==> config.mk <==
export PLATFORM = sky130hd
export DESIGN_NAME = swp_slave_flat
export DESIGN_NICKNAME = d
export VERILOG_FILES = /design/src/design/swp_pkg.sv /design/src/design/swp_link_if.sv /design/src/design/swp_slave.sv /design/src/flat_wrapper.sv
export SDC_FILE = /design/constraint.sdc
export NUM_CORES = 1
export LEC_CHECK = 0
export BUFFER_PORTS_ARGS = -buffer_cell sky130_fd_sc_hd__buf_2
export CAP_MARGIN = 20
export CORE_MARGIN = 1
export CORE_UTILIZATION = 55
export CTS_CLUSTER_DIAMETER = 200
export DETAILED_ROUTE_END_ITERATION = 8
export PLACE_DENSITY = 0.8
export SYNTH_ARGS = -nofsm -noshare
export SYNTH_HDL_FRONTEND = slang
export SYNTH_SLANG_ARGS = --single-unit
==> constraint.sdc <==
create_clock -name ref_clk -period 3.9 [get_ports ref_clk]
set_input_delay 0.78 -clock ref_clk [delete_from_list [all_inputs] [get_ports ref_clk]]
set_output_delay 0.78 -clock ref_clk [all_outputs]
set_load 0.05 [all_outputs]
==> src/design/swp_pkg.sv <==
// package: shared constants and types for the single-wire bit coding ends
package swp_pkg;
  // ==========================================================================
  // clock and bit timing
  // ==========================================================================
  localparam int REF_CLK_MHZ = 200;
  // default bit period in ns (master side)
  localparam int BIT_PERIOD_NS = 1000;
  localparam int BIT_PERIOD_CYC = BIT_PERIOD_NS * REF_CLK_MHZ / 1000;
  // high time for one is 3/4, for zero 1/4 of the period
  localparam int HIGH_ONE_CYC = BIT_PERIOD_CYC * 3 / 4;
  localparam int HIGH_ZERO_CYC = BIT_PERIOD_CYC / 4;
  // default range 1..5 us, extended 0.590..10 us, in ns
  localparam int MIN_DEF_NS = 1000;
  localparam int MAX_DEF_NS = 5000;
  localparam int MIN_EXT_NS = 590;
  localparam int MAX_EXT_NS = 10000;
  localparam int MIN_DEF_CYC = (MIN_DEF_NS * REF_CLK_MHZ + 999) / 1000;
  localparam int MAX_DEF_CYC = MAX_DEF_NS * REF_CLK_MHZ / 1000;
  localparam int MIN_EXT_CYC = (MIN_EXT_NS * REF_CLK_MHZ + 999) / 1000;
  localparam int MAX_EXT_CYC = MAX_EXT_NS * REF_CLK_MHZ / 1000;
  // resume by slave answer time in ns
  localparam int RESUME_MAX_NS = 5000;
  localparam int RESUME_MAX_CYC = RESUME_MAX_NS * REF_CLK_MHZ / 1000;
  localparam int CNT_W = 12;
  localparam logic [CNT_W-1:0] CNT_RESET = 12'h000;

  typedef enum logic [1:0]
  {
    SWP_ST_PAUSED = 2'b00,
    SWP_ST_HIGH = 2'b01,
    SWP_ST_LOW = 2'b10
  } swp_mst_state_t;
endpackage : swp_pkg

==> src/design/swp_link_if.sv <==
// interface: the single shared contact between master and slave
`timescale 1ns/10ps
interface swp_link_if;
  logic master_voltage_line;
  logic slave_current_signal;
  modport master
  (
    output master_voltage_line,
    input slave_current_signal
  );
  modport slave
  (
    input master_voltage_line,
    output slave_current_signal
  );
endinterface : swp_link_if

==> src/design/swp_slave.sv <==
// module: card module slave end of the single-wire bit coding
// Contract
// (RULE1) master sends voltage, slave returns current
// (RULE2) bit spans rising edge to rising edge
// (RULE3) bits back to back, each measured alone
// (RULE4) master one: high 0.70..0.80 of T
// (RULE5) master zero: high 0.20..0.30 of T
// (RULE6) period 1..5 us, extended 0.590..10 us
// (RULE7) master samples current only while high
// (RULE8) slave switches current only while line low
// (RULE9) paused: line high, current low, no edges
// (RULE10) slave resumes by current, master answers 5us
// (RULE11) master sends idle zeros between frames
// (RULE12) slave decodes: high time over half period
`timescale 1ns/10ps
module swp_slave
(
  input wire logic ref_clk,
  input wire logic rst_n,
  swp_link_if.slave link,
  input wire logic extended_rate,
  input wire logic tx_bit,
  input wire logic tx_valid,
  output logic tx_taken,
  input wire logic resume_req,
  output logic rx_bit,
  output logic rx_valid,
  output logic period_error,
  output logic line_paused
);
  // ==========================================================================
  // line synchroniser
  // ==========================================================================
  logic sync_a;
  logic sync_b;
  logic sync_c;
  logic line_lvl;
  always_ff @(posedge ref_clk)
  begin
    if (!rst_n)
    begin
      // reset to the idle high level, so leaving reset fakes no rising edge
      sync_a <= 1'b1;
      sync_b <= 1'b1;
      sync_c <= 1'b1;
    end
    else
    begin
      sync_a <= link.master_voltage_line;
      sync_b <= sync_a;
      sync_c <= sync_b;
    end
  end

  // a change counts once the last two stages agree
  always_ff @(posedge ref_clk)
  begin
    if (!rst_n)
      line_lvl <= 1'b1;
    else if (sync_b == sync_c)
      line_lvl <= sync_c;
  end

  logic line_d;
  always_ff @(posedge ref_clk)
  begin
    if (!rst_n)
      line_d <= 1'b1;
    else
      line_d <= line_lvl;
  end
  logic rise;
  logic fall;
  assign rise = line_lvl && !line_d; // see (RULE2)
  assign fall = !line_lvl && line_d;

  // ==========================================================================
  // per-bit measurement
  // ==========================================================================
  logic [swp_pkg::CNT_W-1:0] period_cnt;
  logic [swp_pkg::CNT_W-1:0] high_cnt;
  logic seen_rise;
  always_ff @(posedge ref_clk)
  begin
    if (!rst_n)
    begin
      period_cnt <= swp_pkg::CNT_RESET;
      high_cnt <= swp_pkg::CNT_RESET;
      seen_rise <= 1'b0;
    end
    else if (rise)
    begin
      // each bit measured on its own, no averaging
      period_cnt <= 12'h001; // see (RULE3)
      seen_rise <= 1'b1;
    end
    else
    begin
      // a pause has no opening edge, so the next rise only starts a bit
      if (line_paused)
        seen_rise <= 1'b0;
      if (period_cnt != 12'hfff)
        period_cnt <= period_cnt + 12'h001;
      if (fall)
        high_cnt <= period_cnt;
    end
  end

  // ==========================================================================
  // decode at the closing rising edge
  // ==========================================================================
  logic [swp_pkg::CNT_W-1:0] min_cyc;
  logic [swp_pkg::CNT_W-1:0] max_cyc;
  // both bounds follow the same rate choice, so one function serves both
  function automatic logic [swp_pkg::CNT_W-1:0] rate_bound
  (
    input logic ext,
    input logic upper
  );
    logic [swp_pkg::CNT_W-1:0] bound;
    if (upper)
      bound = ext ? swp_pkg::MAX_EXT_CYC[swp_pkg::CNT_W-1:0]
                  : swp_pkg::MAX_DEF_CYC[swp_pkg::CNT_W-1:0];
    else
      bound = ext ? swp_pkg::MIN_EXT_CYC[swp_pkg::CNT_W-1:0]
                  : swp_pkg::MIN_DEF_CYC[swp_pkg::CNT_W-1:0];
    return bound;
  endfunction : rate_bound

  assign min_cyc = rate_bound(extended_rate, 1'b0);
  assign max_cyc = rate_bound(extended_rate, 1'b1);

  // doubling the high time avoids a divider for the half-period compare
  function automatic logic decode_one
  (
    input logic [swp_pkg::CNT_W-1:0] high,
    input logic [swp_pkg::CNT_W-1:0] period
  );
    return {high, 1'b0} > {1'b0, period};
  endfunction : decode_one

  always_ff @(posedge ref_clk)
  begin
    if (!rst_n)
    begin
      rx_bit <= 1'b0;
      rx_valid <= 1'b0;
      period_error <= 1'b0;
    end
    else
    begin
      rx_valid <= rise && seen_rise;
      if (rise && seen_rise)
      begin
        rx_bit <= decode_one(high_cnt, period_cnt); // see (RULE12)
        period_error <= (period_cnt < min_cyc) || (period_cnt > max_cyc); // see (RULE6)
      end
    end
  end

  // line high past the longest period since the last rise means the link is paused
  always_ff @(posedge ref_clk)
  begin
    if (!rst_n)
      line_paused <= 1'b0;
    else
      line_paused <= line_lvl && (period_cnt > max_cyc); // see (RULE9)
  end

  // ==========================================================================
  // current return
  // ==========================================================================
  logic drive;
  logic pend_bit;
  logic pend;
  always_ff @(posedge ref_clk)
  begin
    if (!rst_n)
    begin
      pend <= 1'b0;
      pend_bit <= 1'b0;
      tx_taken <= 1'b0;
    end
    else
    begin
      tx_taken <= tx_valid && !pend;
      if (tx_valid && !pend)
      begin
        pend <= 1'b1;
        pend_bit <= tx_bit;
      end
      else if (fall)
        pend <= 1'b0;
    end
  end

  // switch data current only in the low phase, so the master sees a stable level while high;
  // a resume current is held until the master pulls the line low
  always_ff @(posedge ref_clk)
  begin
    if (!rst_n)
      drive <= 1'b0;
    else if (fall)
      drive <= pend && pend_bit; // see (RULE8)
    else if (line_paused && resume_req)
      drive <= 1'b1; // see (RULE10)
  end
  assign link.slave_current_signal = drive; // see (RULE1)
endmodule : swp_slave

==> src/flat_wrapper.sv <==
// flat-port wrapper written by rule: the top's interface ports become plain ports
module swp_slave_flat 
  (ref_clk, rst_n, extended_rate, tx_bit, tx_valid, tx_taken, resume_req, rx_bit, rx_valid, period_error, line_paused, link_master_voltage_line, link_slave_current_signal);
  swp_link_if link_i ();
  input wire logic ref_clk;
  input wire logic rst_n;
  input wire logic extended_rate;
  input wire logic tx_bit;
  input wire logic tx_valid;
  output logic tx_taken;
  input wire logic resume_req;
  output logic rx_bit;
  output logic rx_valid;
  output logic period_error;
  output logic line_paused;
  input wire logic [$bits(link_i.master_voltage_line)-1:0] link_master_voltage_line;
  output wire logic [$bits(link_i.slave_current_signal)-1:0] link_slave_current_signal;
  assign link_i.master_voltage_line = link_master_voltage_line;
  assign link_slave_current_signal = link_i.slave_current_signal;
  swp_slave u_core (.ref_clk(ref_clk), .rst_n(rst_n), .link(link_i), .extended_rate(extended_rate), .tx_bit(tx_bit), .tx_valid(tx_valid), .tx_taken(tx_taken), .resume_req(resume_req), .rx_bit(rx_bit), .rx_valid(rx_valid), .period_error(period_error), .line_paused(line_paused));
endmodule
* Word-level counts from Yosys, hierarchy flattened
Index checks and enable logic that the tools add are counted.
** Cells by class
- Add/sub/neg operators :: 1
- Magnitude comparators :: 3
- Equal/unequal tests :: 2
- Mux-type cells :: 10
- Bitwise logic cells :: 2
- Reductions and logical operators :: 17
** Operators by type and width (count)
- greater-than comparator 13 x 12 -> 1 bit :: 1
- adder 12 x 1 -> 12 bit (second input constant) :: 1
- greater-than comparator 12 x 11 -> 1 bit :: 1
- < comparator 12 x 8 -> 1 bit :: 1
- != test 12 bit (second input constant) :: 1
- 2-to-1 mux 11 bit :: 1
- 2-to-1 mux 1 bit :: 8
- 2-to-1 mux 8 bit :: 1
- nonzero test 2 bit :: 4
- logical AND 1 bit :: 7
- zero test 1 bit :: 3
- inverter 1 bit :: 2
- AND reduction 2 bit :: 1
- OR reduction 2 bit :: 1
- equality test 1 bit :: 1
- logical OR 1 bit :: 1
** Word-level totals
- Register bits :: 38
- Input bits :: 7
- Output and inout port bits :: 6

* Longest topological paths before layout
- Word-level depth :: 4
- Gate-level depth with buffers :: 7
- Mapped depth without buffers :: 6

* Least setup slack after synthesis
No wires, ideal clock.
- Path type :: input-to-reg
- Start point :: in extended_rate
- End point :: reg u_core.period_error
- Data arrival time :: 1.937 ns
- Data required time :: 3.766 ns
- Setup slack :: 1.829 ns
- Stages on the path :: 6
- Path buffers :: 0
- Path through :: inv_1 > ha_1 > nor3b_1 > o311a_1 > o31ai_1 > a31oi_1
** Between the ends
- Cells in the longest elaborated chain, start to end :: 3
- Elaborated cells on any way between the ends :: 5
- Classes of those cells :: order compare (2); mux (2); reduce/logical (1)
** RTL lines
- start: declaration :: line flat_wrapper.sv:7 : input wire logic extended_rate;
- 2-to-1 mux 8 bit or 2-to-1 mux 11 bit (tied branches) :: line swp_slave.sv:125, swp_slave.sv:122
- < comparator 12 x 8 -> 1 bit or greater-than comparator 12 x 11 -> 1 bit (tied branches) :: line swp_slave.sv:156 : period_error <= (period_cnt < min_cyc) || (period_cnt > max_cyc);
- logical OR 1 bit * :: line swp_slave.sv:156
- end signal: assignment :: line swp_slave.sv:156
- end: declaration :: line swp_slave.sv:28 : output logic period_error,
Every way passes the cells marked *; elsewhere a longest branch is shown, timed or not.
A chain may end at the register's enable or synchronous reset.

* Worst setup path after layout
- Start point :: reg u_core.period_cnt[11] in the netlist's numbering
- End point :: reg u_core.rx_bit
** Between the ends
- Cells in the longest elaborated chain, start to end :: 1
** RTL lines
- start: declaration :: line swp_slave.sv:80 : logic [swp_pkg::CNT_W-1:0] period_cnt;
- start signal: assignment :: line swp_slave.sv:87 : period_cnt <= swp_pkg::CNT_RESET;
- start signal: assignment :: line swp_slave.sv:103 : period_cnt <= period_cnt + 12'h001;
- greater-than comparator 13 x 12 -> 1 bit :: line swp_slave.sv:139 : return {high, 1'b0} > {1'b0, period};
- end signal: assignment :: line swp_slave.sv:155 : rx_bit <= decode_one(high_cnt, period_cnt);
- end: declaration :: line swp_slave.sv:26 : output logic rx_bit,
No other way between the ends.

==> results.sh <==
export IMPL_route_detailed_drc=0
export IMPL_cts_resized_gates=0
export IMPL_fin_nets=271
export IMPL_finalHoldViolations=0
export IMPL_drtAntennaViolNets=0
export IMPL_start_util=0.587
export IMPL_ys_seq_area_frac=0.382
export IMPL_ir_worst_vdd_mv=0.213
export IMPL_grt_pass1_wl_um=7100
export IMPL_htree_levels=2
export IMPL_grt_max_degree=30
export IMPL_post_cts_buffers=0
export IMPL_wl_um=4170
export IMPL_slowest_stage="dfxtp_1"
export IMPL_synth_top_cell_by_area="dfxtp_1"
export IMPL_synthCells=233
export IMPL_hp_start="u_core.sync_a"
export IMPL_place_gp_congestion=0.837
export IMPL_fin_tns_setup_ns=0
export IMPL_cts_tree="built"
export IMPL_syn_to_final_growth_pct=8.11
export IMPL_routedWlPerCell_um=14.3
export IMPL_top_regs="u_core.high_cnt x12, u_core.period_cnt x12"
export IMPL_ys_warn_count=0
export IMPL_hold_path_cell_count=1
export IMPL_cp_max_fo=12
export IMPL_finalCritPeriodShare=0.523
export IMPL_setup_viol=0
export IMPL_dp_hpwl_um=2950
export IMPL_end_kind="flop"
export IMPL_overflow=0
export IMPL_slew_viol_final=0
export IMPL_r2r_end="u_core.rx_bit"
export IMPL_cp_required_ns=4.16
export IMPL_max_cap_violations=0
export IMPL_cp_top_family="flip-flops"
export IMPL_critPathMaxStageDelay_ns=0.59
export IMPL_slew_headroom=0.593
export IMPL_rows=21
export IMPL_diodes=0
export IMPL_rsz0062_at_grt="no"
export IMPL_drive_gt1_frac=0.0857
export IMPL_final_cell_mix="42 x nand2_1, 38 x dfxtp_1, 20 x ha_1"
export IMPL_rr_startpoint="u_core.period_cnt[11]"
export IMPL_clk_pin_slew_worst_paths_ns=0.12
export IMPL_worstMarginPinSlew_ns=0.610
export IMPL_die_x_um=62.2
export IMPL_crit_chain="inv_1, ha_1, and4b_1, a2111oi_0, a211oi_1"
export IMPL_first_pass_iters=4
export IMPL_syn_area_mm2=0.00199
export IMPL_hp_class="reg2reg"
export IMPL_hold_ws_ns=0.429
export IMPL_worstSetupStartpointType="flop"
export IMPL_worst_hold_path_endpoint="u_core.sync_b"
export IMPL_cts_hold_buffers=0
export IMPL_die_area_mm2=0.00386
export IMPL_syn_area_per_cell_um2=8.54
export IMPL_fin_skew_ns=0.0114
export IMPL_outcome="finished clean"
export IMPL_routed_via_density=5.72
export IMPL_rrSetupSlack_ns=1.86
export IMPL_die_h_um=62.2
export IMPL_clk_latency_ns=0.37
export IMPL_fin_ws_ns=1.86
export IMPL_min_period_ns=2.04
export IMPL_synthesis_nets=260
export IMPL_grt_pass1_vias=1563
export IMPL_cts_made_buffers=5
export IMPL_io_buffers=12
export IMPL_dp_cells=282
export IMPL_num_vias=1664
export IMPL_p_leak_nw=0.874
export IMPL_core_area_mm2=0.00339
export IMPL_fillers=286
export IMPL_cp_num_buf_inv=1
export IMPL_power_density_mw_per_mm2=331
export IMPL_io_pins=13
export IMPL_reg2reg_depth=5
export IMPL_post_place_ws_ns=1.54
export IMPL_synth_seq_cells=38
export IMPL_drt_iter0_drc=89
export IMPL_synth_top_area_share=0.382
export IMPL_critPathKind="reg2reg"
export IMPL_antenna_found_initial=0
export IMPL_clock_sinks=38
export IMPL_cts_path_max_buffers=2
export IMPL_fmaxAchievable_ghz=0.490
export IMPL_grtUsageTotal=0.233
export IMPL_layout_commonest_cell="nand2_1"
export IMPL_synth_area_top_cells="dfxtp_1 38%, ha_1 13%, nand2_1 7.9%"
export IMPL_cts_root_buf="clkbuf_4"
export IMPL_final_cell_count_no_fill=291
export IMPL_ys_types=40
export IMPL_critical_path_arrival_ns=2.30
-- synth_stat cells --
cell and number:
nand2_1 42, dfxtp_1 38, ha_1 20, a21oi_1 13, inv_1 13, a21boi_0 12
o21ai_0 10, and2_1 7, clkbuf_1 7, nand2b_1 7, nand3_1 6, a31oi_1 5
and4_1 4, mux2i_1 4, nor2_1 4, nor2b_1 4, a21o_1 3, nand4_1 3
nor3_1 3, o31ai_1 3, a211oi_1 2, buf_4 2, nor3b_1 2, nor4_1 2
xnor2_1 2, a2111oi_0 1, a21boi_1 1, a22o_1 1, a311oi_1 1, and3_1 1
and3b_1 1, and4b_1 1, nand3b_1 1, nand4b_1 1, nor4bb_1 1, o211a_1 1
o21ai_1 1, o311a_1 1, or3_1 1, or4_1 1
-- power breakdown --
| group | switching, W | leakage (nW) | total [W] | internal, W |
|---|---|---|---|---|
| clock | 0.000138 | 0.0450 | 0.000270 | 0.000133 |
| sequential | 0.00000727 | 0.308 | 0.000401 | 0.000394 |
| combinational | 0.0000224 | 0.521 | 0.0000398 | 0.0000175 |
| total | 0.000167 | 0.874 | 0.000711 | 0.000544 |
-- kinds of logic (layout without fill, tap and decap cells) --
family,count (synthesis),count (layout),share of synthesized area
xor gates and xnor gates,2,2,0.00880
buffers and inverters,22,34,0.0453
muxes,4,4,0.0201
and+or+nand+nor,92,92,0.239
DFF,38,38,0.382
adders and majority gates,20,20,0.126
AOI/OAI and AO/OA,55,55,0.179
-- worst max path at each step --
stage | startpoint | to | slack, ns | cells past startpoint
finish | u_core.period_cnt[11] | u_core.rx_bit | 1.86 | 5
global route | u_core.period_cnt[11] | u_core.rx_bit | 1.76 | 5
CTS | u_core.period_cnt[11] | u_core.rx_bit | 1.87 | 5
detailed placement | extended_rate | u_core.period_error | 1.54 | 7
global placement | extended_rate | u_core.period_error | 1.60 | 7
floorplan | extended_rate | u_core.period_error | 1.83 | 6
-- metal layers --
metal,up-vias,part of all wire,track usage
met5,-,0,0
met2,35,0.46,0.374
met3,7,0.056,0.0441
li1,843,-,-
met4,0,0.015,0.113
met1,779,0.47,0.300
-- metrics by stage --
stage	util	power [W]	area [um^2]
floorplan	-	0.000437	1990
CTS	0.633	0.000712	2140
global placement	0.610	0.000448	2070
global route	0.635	0.000731	2150
finish	0.635	0.000711	2150
detailed placement	0.610	0.000449	2070
-- worst reg2reg max path, cell delays in order, from the launching register on --
cell and delay (ns):
dfxtp_1 0.59, inv_1 0.21, ha_1 0.34, and4b_1 0.25, a2111oi_0 0.42, a211oi_1 0.13
-- area by class of cell --
type                            instances  area, um^2  share of cell area
Inverter                               13        48.8              0.0227
Tap cell                               46        57.6              0.0267
Multi-Input combinational cell        173        1140               0.530
Clock buffer                            5        37.5              0.0174
Clock inverter                          3        40.0              0.0186
Sequential cell                        38         761               0.353
Timing Repair Buffer                   13        67.6              0.0314
No activity file was read; power rests on OpenSTA's default activity.
